### config.mk
export PLATFORM = sky130hd
export DESIGN_NAME = lin_wakeup_low_detect
export DESIGN_NICKNAME = d
export VERILOG_FILES = /design/src/logic/lin_wake_pkg.sv /design/src/logic/lin_wakeup_low_detect.sv
export SDC_FILE = /design/constraint.sdc
export NUM_CORES = 1
export LEC_CHECK = 0
export BUFFER_PORTS_ARGS = -buffer_cell sky130_fd_sc_hd__buf_2
export CORE_ASPECT_RATIO = 1.4
export CORE_MARGIN = 5
export CORE_UTILIZATION = 30
export CTS_CLUSTER_SIZE = 16
export DETAILED_ROUTE_END_ITERATION = 8
export GPL_TIMING_DRIVEN = 0
export PLACE_DENSITY = 0.55
export SYNTH_ARGS = -nofsm -noshare
export SYNTH_HDL_FRONTEND = slang
export SYNTH_SLANG_ARGS = --single-unit
### constraint.sdc
create_clock -name core_clk -period 3.9 [get_ports core_clk]
set_input_delay 0.195 -clock core_clk [delete_from_list [all_inputs] [get_ports core_clk]]
set_output_delay 0.195 -clock core_clk [all_outputs]
set_load 0.02 [all_outputs]
### src/logic/lin_wake_pkg.sv
// Package: register map, field positions and types for the LIN wake block
package lin_wake_pkg;

    // Register byte offsets on APB
    localparam logic [7:0] MODE0_OFS   = 8'h00; // Channel mode register zero
    localparam logic [7:0] RFC_OFS     = 8'h04; // Response frame control
    localparam logic [7:0] STATUS_OFS  = 8'h08; // Sticky status flags
    localparam logic [7:0] INTCTL_OFS  = 8'h0c; // Low detect int control
    localparam logic [7:0] MIRROR_OFS  = 8'h10; // Shared low detect mirror
    localparam logic [7:0] RXDATA_OFS  = 8'h14; // Last received byte

    // Field positions in mode register zero
    localparam int LDE_BIT      = 0;            // Low detect enable
    localparam int IE_LSB       = 4;            // Interrupt enables, 4 bits
    // Status flag positions (same layout as enables)
    localparam int ST_LD        = 0;            // Low detect flag
    localparam int ST_RXDONE    = 1;            // Response received
    localparam int ST_ERR       = 2;            // Reception error
    localparam int ST_CSUM      = 3;            // Checksum mismatch
    localparam int NFLAG        = 4;            // Number of flags
    localparam int NCHAN        = 4;            // Channels in mirror

    // Reset values
    localparam logic [31:0] ZERO_RST = 32'h0000_0000;

    // Bit timing: cycles per LIN bit (fixed for this build)
    localparam int BIT_CYC      = 16;
    localparam int HALF_CYC     = BIT_CYC / 2;

    // Receiver states
    typedef enum logic [2:0] {
        RX_IDLE, RX_START, RX_DATA, RX_STOP, RX_FINAL
    } rx_state_t;

    // APB request bundle
    typedef struct packed {
        logic        psel;
        logic        penable;
        logic        pwrite;
        logic [7:0]  paddr;
        logic [31:0] pwdata;
    } apb_req_t;

endpackage

### src/logic/lin_wakeup_low_detect.sv
// LIN response receiver with input low detection and aggregated interrupt
// How it works
// - receive bytes until programmed response length
// - error aborts reception, go to final
// - aborted frame skips checksum evaluation
// - low flag on falling edge or enable-while-low
// - flag with enabled bit raises interrupt request
// - no new request while any flag set
// - flags sticky; write zero clears, one ignored
// - mirror bits read channel low flags
module lin_wakeup_low_detect (
    input  wire logic                    core_clk,
    input  wire logic                    sys_rst,
    input  wire lin_wake_pkg::apb_req_t  apb_req,
    output logic [31:0]                  prdata,
    output logic                         pready,
    output logic                         pslverr,
    input  wire logic                    lin_receive_input,
    input  wire logic [3:1]              other_channel_low_flag,
    input  wire logic                    response_start,
    output logic                         lin_irq,
    output logic                         low_detect_flag
);
    // Mode, control and state registers
    logic [7:0]  channel_mode_reg0_q;          // LOW_DETECT_ENABLE and interrupt enables
    logic [3:0]  response_length_field_q;      // Bytes to receive
    logic [3:0]  int_priority_level_q;         // Level (bits 2:0) and pending
    logic [3:0]  flags_q, flags_d;             // Sticky status flags
    logic [7:0]  rx_byte_q;                    // Shift register
    logic [7:0]  rx_last_q;                    // Last full byte
    logic [7:0]  csum_q;                       // Running checksum
    logic [3:0]  byte_cnt_q;                   // Bytes received
    logic [2:0]  bit_cnt_q;                    // Data bit index
    logic [4:0]  tick_q;                       // Bit timer
    logic        lin_prev_q;                   // Previous line level
    logic        abort_q;                      // Frame aborted by error
    logic        irq_q;                        // Registered request
    lin_wake_pkg::rx_state_t state_q;          // Receiver state

    // Bus decode
    wire acc     = apb_req.psel & apb_req.penable;
    // Writes land only at the edge that completes the transfer
    wire wr      = acc & apb_req.pwrite & pready;
    wire wr_mode = wr & (apb_req.paddr == lin_wake_pkg::MODE0_OFS);
    wire wr_rfc  = wr & (apb_req.paddr == lin_wake_pkg::RFC_OFS);
    wire wr_st   = wr & (apb_req.paddr == lin_wake_pkg::STATUS_OFS);
    wire wr_ic   = wr & (apb_req.paddr == lin_wake_pkg::INTCTL_OFS);
    wire mapped  = apb_req.paddr inside {lin_wake_pkg::MODE0_OFS,
        lin_wake_pkg::RFC_OFS, lin_wake_pkg::STATUS_OFS,
        lin_wake_pkg::INTCTL_OFS, lin_wake_pkg::MIRROR_OFS,
        lin_wake_pkg::RXDATA_OFS};
    wire low_detect_enable     = channel_mode_reg0_q[lin_wake_pkg::LDE_BIT];
    wire [3:0] ie = channel_mode_reg0_q[lin_wake_pkg::IE_LSB +: 4];
    // Enables as they stand after this edge, so the irq never lags a write
    wire [3:0] ie_next = wr_mode ? apb_req.pwdata[lin_wake_pkg::IE_LSB +: 4]
                                 : ie;

    // Low detect conditions: edge while enabled, or enable rising while low
    wire fall     = lin_prev_q & ~lin_receive_input;
    wire lde_rise = wr_mode & ~low_detect_enable
                  & apb_req.pwdata[lin_wake_pkg::LDE_BIT];
    wire ld_set   = (low_detect_enable & fall) | (lde_rise & ~lin_receive_input);

    // Receiver timing
    wire tick_mid  = (tick_q == 5'(lin_wake_pkg::HALF_CYC - 1));
    wire tick_end  = (tick_q == 5'(lin_wake_pkg::BIT_CYC - 1));
    wire last_byte = (byte_cnt_q + 4'h1 >= response_length_field_q);
    wire stop_err  = (state_q == lin_wake_pkg::RX_STOP) & tick_mid
                   & ~lin_receive_input;
    wire start_err = (state_q == lin_wake_pkg::RX_START) & tick_mid
                   & lin_receive_input;
    wire rx_err    = stop_err | start_err;
    wire in_final  = (state_q == lin_wake_pkg::RX_FINAL);
    // Checksum: running sum takes the byte just shifted in; the final
    // byte must make the carry-wrapped sum all ones
    wire [8:0] sum9 = {1'b0, csum_q} + {1'b0, rx_byte_q};
    wire csum_bad  = (sum9[7:0] + {7'h00, sum9[8]}) != 8'hff;

    // Flag next value: hardware sets win over software clears
    logic [3:0] hw_set;
    always_comb begin
        hw_set = 4'h0;
        hw_set[lin_wake_pkg::ST_LD]     = ld_set;
        hw_set[lin_wake_pkg::ST_ERR]    = rx_err;
        hw_set[lin_wake_pkg::ST_RXDONE] = in_final & ~abort_q;
        hw_set[lin_wake_pkg::ST_CSUM]   = in_final & ~abort_q
                                        & csum_bad;
        flags_d = flags_q;
        if (wr_st) begin
            flags_d = flags_q & apb_req.pwdata[3:0];
        end
        flags_d = flags_d | hw_set;
    end

    // Aggregated request: only new events when no flag already set
    wire any_flag = |flags_q;
    wire new_req  = |(hw_set & ie) & ~any_flag;

    // Register writes
    always_ff @(posedge core_clk) begin
        if (sys_rst) begin
            channel_mode_reg0_q     <= 8'h00;
            response_length_field_q <= 4'h0;
            int_priority_level_q    <= 4'h0;
        end else begin
            if (wr_mode) channel_mode_reg0_q <= apb_req.pwdata[7:0];
            if (wr_rfc) response_length_field_q <= apb_req.pwdata[3:0];
            // Pending bit set by request, software writes may clear it
            if (wr_ic) begin
                int_priority_level_q <= {apb_req.pwdata[3] & ~new_req,
                                         apb_req.pwdata[2:0]};
            end
            if (new_req) int_priority_level_q[3] <= 1'b1;
        end
    end

    // Flags and interrupt output
    always_ff @(posedge core_clk) begin
        if (sys_rst) begin
            flags_q <= 4'h0;
            irq_q   <= 1'b0;
        end else begin
            flags_q <= flags_d;
            irq_q   <= |(flags_d & ie_next);
        end
    end

    // Line history for edge detection
    always_ff @(posedge core_clk) begin
        if (sys_rst) lin_prev_q <= 1'b1;
        else lin_prev_q <= lin_receive_input;
    end

    // Receiver state machine: start bit per byte, count to length
    always_ff @(posedge core_clk) begin
        if (sys_rst) begin
            state_q    <= lin_wake_pkg::RX_IDLE;
            tick_q     <= 5'h00;
            bit_cnt_q  <= 3'h0;
            byte_cnt_q <= 4'h0;
            rx_byte_q  <= 8'h00;
            rx_last_q  <= 8'h00;
            csum_q     <= 8'h00;
            abort_q    <= 1'b0;
        end else begin
            unique case (state_q)
                lin_wake_pkg::RX_IDLE: begin
                    if (response_start) begin
                        byte_cnt_q <= 4'h0;
                        csum_q     <= 8'h00;
                        abort_q    <= 1'b0;
                        state_q    <= lin_wake_pkg::RX_DATA;
                        tick_q     <= 5'h00;
                        bit_cnt_q  <= 3'h0;
                    end
                end
                lin_wake_pkg::RX_DATA: begin
                    // Wait for start bit, then sample eight data bits
                    if (fall && bit_cnt_q == 3'h0 && tick_q == 5'h00) begin
                        state_q <= lin_wake_pkg::RX_START;
                    end else if (tick_q != 5'h00 || bit_cnt_q != 3'h0) begin
                        tick_q <= tick_end ? 5'h00 : tick_q + 5'h01;
                        if (tick_mid) begin
                            rx_byte_q <= {lin_receive_input, rx_byte_q[7:1]};
                        end
                        if (tick_end) begin
                            bit_cnt_q <= bit_cnt_q + 3'h1;
                            if (bit_cnt_q == 3'h7) begin
                                state_q <= lin_wake_pkg::RX_STOP;
                            end
                        end
                    end
                end
                lin_wake_pkg::RX_START: begin
                    tick_q <= tick_end ? 5'h00 : tick_q + 5'h01;
                    if (start_err) begin
                        abort_q <= 1'b1;
                        state_q <= lin_wake_pkg::RX_FINAL;
                    end else if (tick_end) begin
                        state_q <= lin_wake_pkg::RX_DATA;
                        tick_q  <= 5'h01;
                    end
                end
                lin_wake_pkg::RX_STOP: begin
                    tick_q <= tick_end ? 5'h00 : tick_q + 5'h01;
                    if (stop_err) begin
                        abort_q <= 1'b1;
                        state_q <= lin_wake_pkg::RX_FINAL;
                    end else if (tick_mid) begin
                        rx_last_q  <= rx_byte_q;
                        byte_cnt_q <= byte_cnt_q + 4'h1;
                        if (!last_byte) csum_q <= sum9[7:0] + {7'h00, sum9[8]};
                        tick_q    <= 5'h00;
                        bit_cnt_q <= 3'h0;
                        state_q   <= last_byte ? lin_wake_pkg::RX_FINAL
                                               : lin_wake_pkg::RX_DATA;
                    end
                end
                lin_wake_pkg::RX_FINAL: begin
                    state_q <= lin_wake_pkg::RX_IDLE;
                end
            endcase
        end
    end

    // Read words, one per mapped offset
    wire [31:0] rd_mode   = {24'h0, channel_mode_reg0_q};
    wire [31:0] rd_rfc    = {28'h0, response_length_field_q};
    wire [31:0] rd_status = {28'h0, flags_q};
    wire [31:0] rd_intctl = {28'h0, int_priority_level_q};
    wire [31:0] rd_mirror = {28'h0, other_channel_low_flag,
                             flags_q[lin_wake_pkg::ST_LD]};
    wire [31:0] rd_rxdata = {24'h0, rx_last_q};
    // Read mux; unmapped offsets read as zero
    wire [31:0] rd_mux =
        (apb_req.paddr == lin_wake_pkg::MODE0_OFS)  ? rd_mode   :
        (apb_req.paddr == lin_wake_pkg::RFC_OFS)    ? rd_rfc    :
        (apb_req.paddr == lin_wake_pkg::STATUS_OFS) ? rd_status :
        (apb_req.paddr == lin_wake_pkg::INTCTL_OFS) ? rd_intctl :
        (apb_req.paddr == lin_wake_pkg::MIRROR_OFS) ? rd_mirror :
        (apb_req.paddr == lin_wake_pkg::RXDATA_OFS) ? rd_rxdata :
        lin_wake_pkg::ZERO_RST;

    // APB answer: one wait state, registered outputs
    always_ff @(posedge core_clk) begin
        if (sys_rst) begin
            prdata  <= 32'h0000_0000;
            pready  <= 1'b0;
            pslverr <= 1'b0;
        end else begin
            pready  <= apb_req.psel & apb_req.penable & ~pready;
            pslverr <= apb_req.psel & apb_req.penable & ~pready & ~mapped;
            prdata  <= rd_mux;
        end
    end

    assign lin_irq         = irq_q;
    assign low_detect_flag = flags_q[lin_wake_pkg::ST_LD];
endmodule

==> impl_metrics.tcl, run 1 <==
set metrics [dict create \
    grt_pass1_vias 3675 \
    synthTopCellsByArea "dfxtp_1, a21oi_1, ha_1" \
    layout_worst_path_cycle_share 0.903 \
    hold_viol 0 \
    synth-edff-count 0 \
    die_w_um 111 \
    post-place-ws_ps 389 \
    cts_setup_buffers 0 \
    synthArstFlopShare 0 \
    viasPerCell 4.99 \
    yosys.area_share.xor_xnor 0.0255 \
    totalWireLength_um 11500 \
    worstSetupPathType "register to register" \
    power.leakage_nw 2.12 \
    cts-root-buf "clkbuf_16" \
    yosysWarnings 0 \
    synth_area_per_cell_sq_um 8.48 \
    slew_headroom 0.534 \
    m1WireLength_um 4670 \
    die_h_um 151 \
    core_region_area_sq_um 14000 \
    tightest_slew_ps 694 \
    global_route.overflow_total 0 \
    wl_met2_um 5970 \
    crit_arrival_ps 3720 \
    post_cts_resized 0 \
    cap_violations 0 \
    clock_sinks 72 \
    fin_ws_ps 379 \
    cts_tree "yes" \
    synth_area_sq_um 4270 \
    ys_ff_latch 72 \
    grt_pass1_wl_um 18900 \
    synth-compound-area-share 0.195 \
    drc_errors 0 \
    totalNegativeSetupSlack_ps 0 \
    synthToLayoutAreaGrowth_pct 17.9 \
    synthDistinctLibCells 75 \
    maxSlewViolCount 0 \
    synth_adder_area_share 0.0662 \
    antennaDiodeCount 0 \
    place.gp.congestion 0.875 \
    dieArea_sq_um 16800 \
    critPathLaunchType "register" \
    cts_buffers 9 \
    dpl.hpwl_um 9110 \
    skew_ps 4.91 \
    finish.utilization 0.360 \
    cts.clk_slew.worst_paths_ps 60 \
    grt_usage 0.139 \
    first_iter_violations 198 \
    wl_met3_um 610 \
    numPortBuffers 34 \
    wl_per_cell_um 15.1 \
    endpoint_kind "register" \
    worstPathMaxFanout 7 \
    grt_setup_unrepaired "no" \
    grt_antenna_before_repair 0 \
    clock_latency_ps 340 \
    top_layer "met4" \
    synthFlopType "dfxtp_1" \
    ctsHtreeMaxLevel 3 \
    clockBufferDepth 2 \
    drive_gt1_frac 0.191 \
    powerDensity_nw_per_um2 408 \
    row_count 51 \
    synth_top_family_by_area "simple AND/OR/NAND/NOR gates" \
    final_nets 644 \
    peakVddDrop_v 0.000192 \
    synth_top_area_frac 0.337 \
    yosys.area_share.simple 0.232 \
    ant_nets 0 \
    required_ps 4100 \
    synthMuxAreaShare 0.0668 \
    power.total_mw 2.06 \
    io_pins 86 \
    hp-class "input pin to register" \
    grt_max_degree 13 \
    yosys.area.top_type "dfxtp_1" \
    dr_total_vias 3802 \
    initial_core_util 0.306 \
    min_period_ps 3520 \
    status "finished, final reports clean" \
    cts_hold_buf 0 \
    max_freq_mhz 284 \
    dr.pass1.iters 4 \
    synth_cells 504 \
    setup_viol 0 \
    seq_area_frac_synth 0.337 \
]
-- placed cells by master, fill, tap and decap left out, drive strengths merged, types with 5 or more instances in the layout --
master   n
dfxtp   72
buf     67
nand3   29
a211oi   8
a21o     6
a21oi   53
or2      8
nor3    12
nand2   45
ha      21
xor2     5
nand4    6
o21ai   18
or3      6
conb    24
clkbuf  27
nor2    44
mux2i   24
inv     10
-- final cells by class --
class	count	area (sq um)
Buffer	49	285
Clock buffer	11	243
Clock inverter	5	32.5
Fill cell	1456	8940
Inverter	11	41.3
Multi-Input combinational cell	395	2590
Sequential cell	72	1440
Tap cell	185	231
Timing Repair Buffer	34	170
-- power by group --
group	total [mW]	switching (mW)	internal, mW
registers	0.783	0.0230	0.760
clock network	0.772	0.326	0.446
logic	0.501	0.321	0.181
-- critical path, cell delays in order (launching register included) --
cell	delay [ps]
dfxtp_1	340
ha_1	260
fa_1	440
a211oi_2	360
o21ai_1	190
a21o_1	190
a21o_1	220
ha_1	220
and3_1	160
buf_2	160
xnor3_1	260
nand3_1	150
a311oi_1	260
o211ai_1	160
-- state kept, by name, summed over array words and instances (netlist names) --
signal	count
csum_q	8
rx_last_q	8
response_length_field_q	4
int_priority_level_q	4
tick_q	5
prdata	8
lin_irq	1
pready	1
bit_cnt_q	3
flags_q	4
state_q	3
pslverr	1
lin_prev_q	1
abort_q	1
rx_byte_q	8
byte_cnt_q	4
channel_mode_reg0_q	8
-- cells by family (layout without fill, tap and decap cells) --
kind of cell | count (synthesis) | count (layout)
AO/OA/AOI/OAI | 123 | 123
multiplexers | 28 | 28
XOR/XNOR | 10 | 10
adder cells (fa/ha/maj) | 22 | 22
other | 1 | 24
flip-flops | 72 | 72
buffers and inverters | 60 | 110
AND/OR/NAND/NOR | 188 | 188
-- path summary, 6_finish.rpt --
| kind | slack (ps) | startpoint | to | cells past startpoint |
|---|---|---|---|---|
| worst min register to register | 440 | pready$_SDFF_PP0_ | pready$_SDFF_PP0_ | 1 |
| worst max-delay path | 380 | rx_byte_q[0]$_SDFFE_PP0P_ | lin_irq$_SDFF_PP0_ | 13 |
| worst min-delay path | 100 | apb_req[41] | pready$_SDFF_PP0_ | 3 |
| worst max register to register | 380 | rx_byte_q[0]$_SDFFE_PP0P_ | lin_irq$_SDFF_PP0_ | 13 |
-- metrics by stage --
step / std cells / area, sq um / hold WS (ps)
2_1_floorplan: 527 / 4360 / 321
3_3_place_gp: 746 / 4760 / 436
3_5_place_dp: 746 / 4760 / 440
4_1_cts: 762 / 5040 / 92.3
5_1_grt: 762 / 5040 / 136
6_report: 762 / 5040 / 98.4
-- Yosys cell counts (all sizes together), types with 5 or more instances --
library cell / n
dfxtp: 72
a21oi: 53
nand2: 45
nor2: 44
buf: 33
nand3: 29
mux2i: 24
ha: 21
o21ai: 18
clkbuf: 16
nor3: 12
inv: 10
a211oi: 8
or2: 8
a21o: 6
nand4: 6
or3: 6
xor2: 5
-- per-layer routing --
metal | vias up | GRT usage
met5 | - | 0
met3 | 20 | 0.0300
met4 | 0 | 0.0628
met1 | 1773 | 0.151
met2 | 97 | 0.260
li1 | 1912 | -
Power figures use the tool's default switching activity.
==> inputs of run 2 (changes only) <==
--- a/config.mk
+++ b/config.mk
@@ -5,6 +5,7 @@
 export SDC_FILE = /design/constraint.sdc
 export NUM_CORES = 1
 export LEC_CHECK = 0
+export ABC_AREA = 1
 export BUFFER_PORTS_ARGS = -buffer_cell sky130_fd_sc_hd__buf_2
 export CORE_ASPECT_RATIO = 1.4
 export CORE_MARGIN = 5
==> impl_metrics.tcl, run 2 <==
set metrics [dict create \
    most-common-layout-cells "nand2_1, dfxtp_1, inv_1, a21oi_1, nor2_1" \
    totalNegativeSetupSlack_ps 0 \
    die_w_um 110 \
    layout_worst_path_cycle_share 0.801 \
    synth_top_area_frac 0.343 \
    synthMuxAreaShare 0 \
    clockBufferDepth 2 \
    fin_hold_ws_ps 97.2 \
    power.leakage_nw 2.31 \
    row_count 51 \
    dr_total_vias 3912 \
    synth_area_per_cell_sq_um 7.16 \
    synthTopCellsByCount "nand2_1, dfxtp_1, inv_1" \
    grt_pass1_vias 3798 \
    die_h_um 150 \
    required_ps 4100 \
    p_sw_mw 0.655 \
    drc_errors 0 \
    global_route.overflow_total 0 \
    cap_violations 0 \
    cts_buffers 9 \
    r2r_start "rx_byte_q[0]$_SDFFE_PP0P_" \
    clockPowerShare 0.393 \
    ant_nets 0 \
    synthTopCellsByArea "dfxtp_1, nand2_1, ha_1" \
    grt_usage 0.135 \
    viasPerCell 4.62 \
    max_freq_mhz 320 \
    synthToLayoutAreaGrowth_pct 19.0 \
    cts.clk_slew.worst_paths_ps 60 \
    first_iter_violations 142 \
    status "finished, final reports clean" \
    place.gp.congestion 0.910 \
    yosysWarnings 0 \
    grt_antenna_before_repair 0 \
    cts_setup_buffers 0 \
    initial_core_util 0.304 \
    grt_setup_unrepaired "no" \
    cts-root-buf "clkbuf_16" \
    min_period_ps 3120 \
    clock_latency_ps 340 \
    synth_adder_area_share 0.0673 \
    switching_share 0.310 \
    seq_area_frac_synth 0.343 \
    fillers 1476 \
    crit_arrival_ps 3320 \
    synth-compound-area-share 0.174 \
    ys_ff_latch 72 \
    seqPwrFrac 0.376 \
    hp-class "input pin to register" \
    powerDensity_nw_per_um2 422 \
    slew_headroom 0.537 \
    synth_cells 587 \
    multiInputGateArea_sq_um 2300 \
    startpoint "rx_byte_q[0]$_SDFFE_PP0P_" \
    cp_slowest_cell "fa_1" \
    p_comb_frac 0.231 \
    numPortBuffers 36 \
    drive_gt1_frac 0.192 \
    hold_viol 0 \
    endpoint_kind "register" \
    regArea_sq_um 1440 \
    critPathLaunchType "register" \
    yosys.area_share.xor_xnor 0.00625 \
    final_nets 729 \
    io_pins 86 \
    yosysMostFrequentCell "nand2_1" \
    core_region_area_sq_um 13800 \
    antennaDiodeCount 0 \
    r2r-end "int_priority_level_q[3]$_SDFFE_PP0P_" \
    synth_area_sq_um 4200 \
    reg2reg_depth 19 \
    tightest_slew_ps 695 \
    final_common_cell "nand2_1" \
    cpPeakStageDelay_ps 450 \
    wl_per_cell_um 12.8 \
    synthDistinctLibCells 47 \
    maxSlewViolCount 0 \
    cts_hold_buf 0 \
    clock_sinks 72 \
    yosys.area.top_type "dfxtp_1" \
    grt_max_degree 12 \
    r2r_slack_ps 780 \
    peakVddDrop_v 0.000194 \
    dr.pass1.iters 5 \
    synth_top_family_by_area "simple AND/OR/NAND/NOR gates" \
    grt_pass1_wl_um 17400 \
    totalWireLength_um 10800 \
    worstPathMaxFanout 4 \
    post_cts_resized 0 \
    cts_tree "yes" \
    setup_viol 0 \
    skew_ps 7.34 \
    synth-edff-count 0 \
    p_int_mw 1.46 \
    crit_end "int_priority_level_q[3]$_SDFFE_PP0P_" \
    dpl.hpwl_um 8750 \
    crit_chain "ha_1 -> fa_1 -> nand3_1 -> nand3_1 -> a21oi_1 -> o21bai_1 -> ha_1 -> ha_1 -> xor2_1 -> inv_1 -> nand2_1 -> nor2_1 -> nand2_1 -> nor2_1 -> nand3_1 -> nand3_1 -> nand2_1 -> nand2_1 -> a21oi_2" \
    dieArea_sq_um 16500 \
    ctsHtreeMaxLevel 3 \
    synthArstFlopShare 0 \
    worstSetupPathType "register to register" \
    synthFlopType "dfxtp_1" \
    yosys.area_share.simple 0.277 \
]
run 2: changes by cell type after synthesis, sizes merged, moves of 5 or more:
cell / delta
a211oi: +14
a21o: -5
buf: -6
clkbuf: -9
inv: +75
mux2i: -24
nand2: +84
nand3: +9
nor2: +12
o21ai: +14
or2: -6
or3: -6
run 2: how the worst min path moves through the flow:
stage	from	endpoint	slack, ps	depth (start not counted)
floorplan	apb_req[41]	pready$_SDFF_PP0_	320	2
global placement	pready$_SDFF_PP0_	pready$_SDFF_PP0_	440	1
detailed placement	pready$_SDFF_PP0_	pready$_SDFF_PP0_	440	1
CTS	apb_req[41]	pready$_SDFF_PP0_	90	3
global route	apb_req[41]	pready$_SDFF_PP0_	110	3
finish	apb_req[41]	pready$_SDFF_PP0_	100	3
run 2: layer usage:
layer,part of all wire,vias to the layer above,wire (um),GRT usage
met1,0.39,1759,4250,0.139
met5,0,-,0,0
met3,0.053,31,574,0.0237
met2,0.52,107,5590,0.254
li1,-,2015,-,-
met4,0.039,0,424,0.0686
run 2: area by class of cell:
| cell class | instances | area share |
|---|---|---|
| timing repair buffer | 36 | 0.0360 |
| buffer | 34 | 0.0448 |
| sequential | 72 | 0.288 |
| clock inverter | 3 | 0.00800 |
| inverter | 86 | 0.0655 |
| clock buffer | 13 | 0.0520 |
| tap | 185 | 0.0463 |
| multi-input combinational | 418 | 0.459 |
run 2: logic make-up (layout without fill, tap and decap cells):
logic type                 after synthesis  count (layout)
and+or+nand+nor                        248             248
buffers and inverters                  120             172
xor gates and xnor gates                 3               3
AOI/OAI and AO/OA                      121             121
DFF                                     72              72
other                                    1              24
adders and majority gates               22              22
run 2: worst max-delay path, delay by kind of cell, from the launching register on:
kind / cells / cell delay [ps]
buffers and inverters: 1 / 70
AOI/OAI and AO/OA: 3 / 330
adders and majority gates: 4 / 1140
and+or+nand+nor: 10 / 970
xor gates and xnor gates: 1 / 160
DFF: 1 / 320
run 2: power by group through the flow:
| stage | clock [mW] | combinational [mW] | sequential (mW) |
|---|---|---|---|
| finish | 0.830 | 0.487 | 0.793 |
| global route | 0.884 | 0.546 | 0.796 |
| CTS | 0.844 | 0.488 | 0.793 |
| detailed placement | 0 | 0.485 | 0.809 |
| global placement | 0 | 0.476 | 0.807 |
| floorplan | 0 | 0.378 | 0.804 |
run 2: metrics by stage:
stage                     instances  setup slack [ps]  power, mW  area (sq um)   util
after floorplan                 610              1260       1.18          4290      -
after global placement          831               803       1.28          4700  0.340
after detailed placement        831               779       1.29          4700  0.340
after CTS                       847               741       2.12          5000  0.361
after global routing            847               571       2.23          5000  0.361
final                           847               777       2.11          5000  0.361
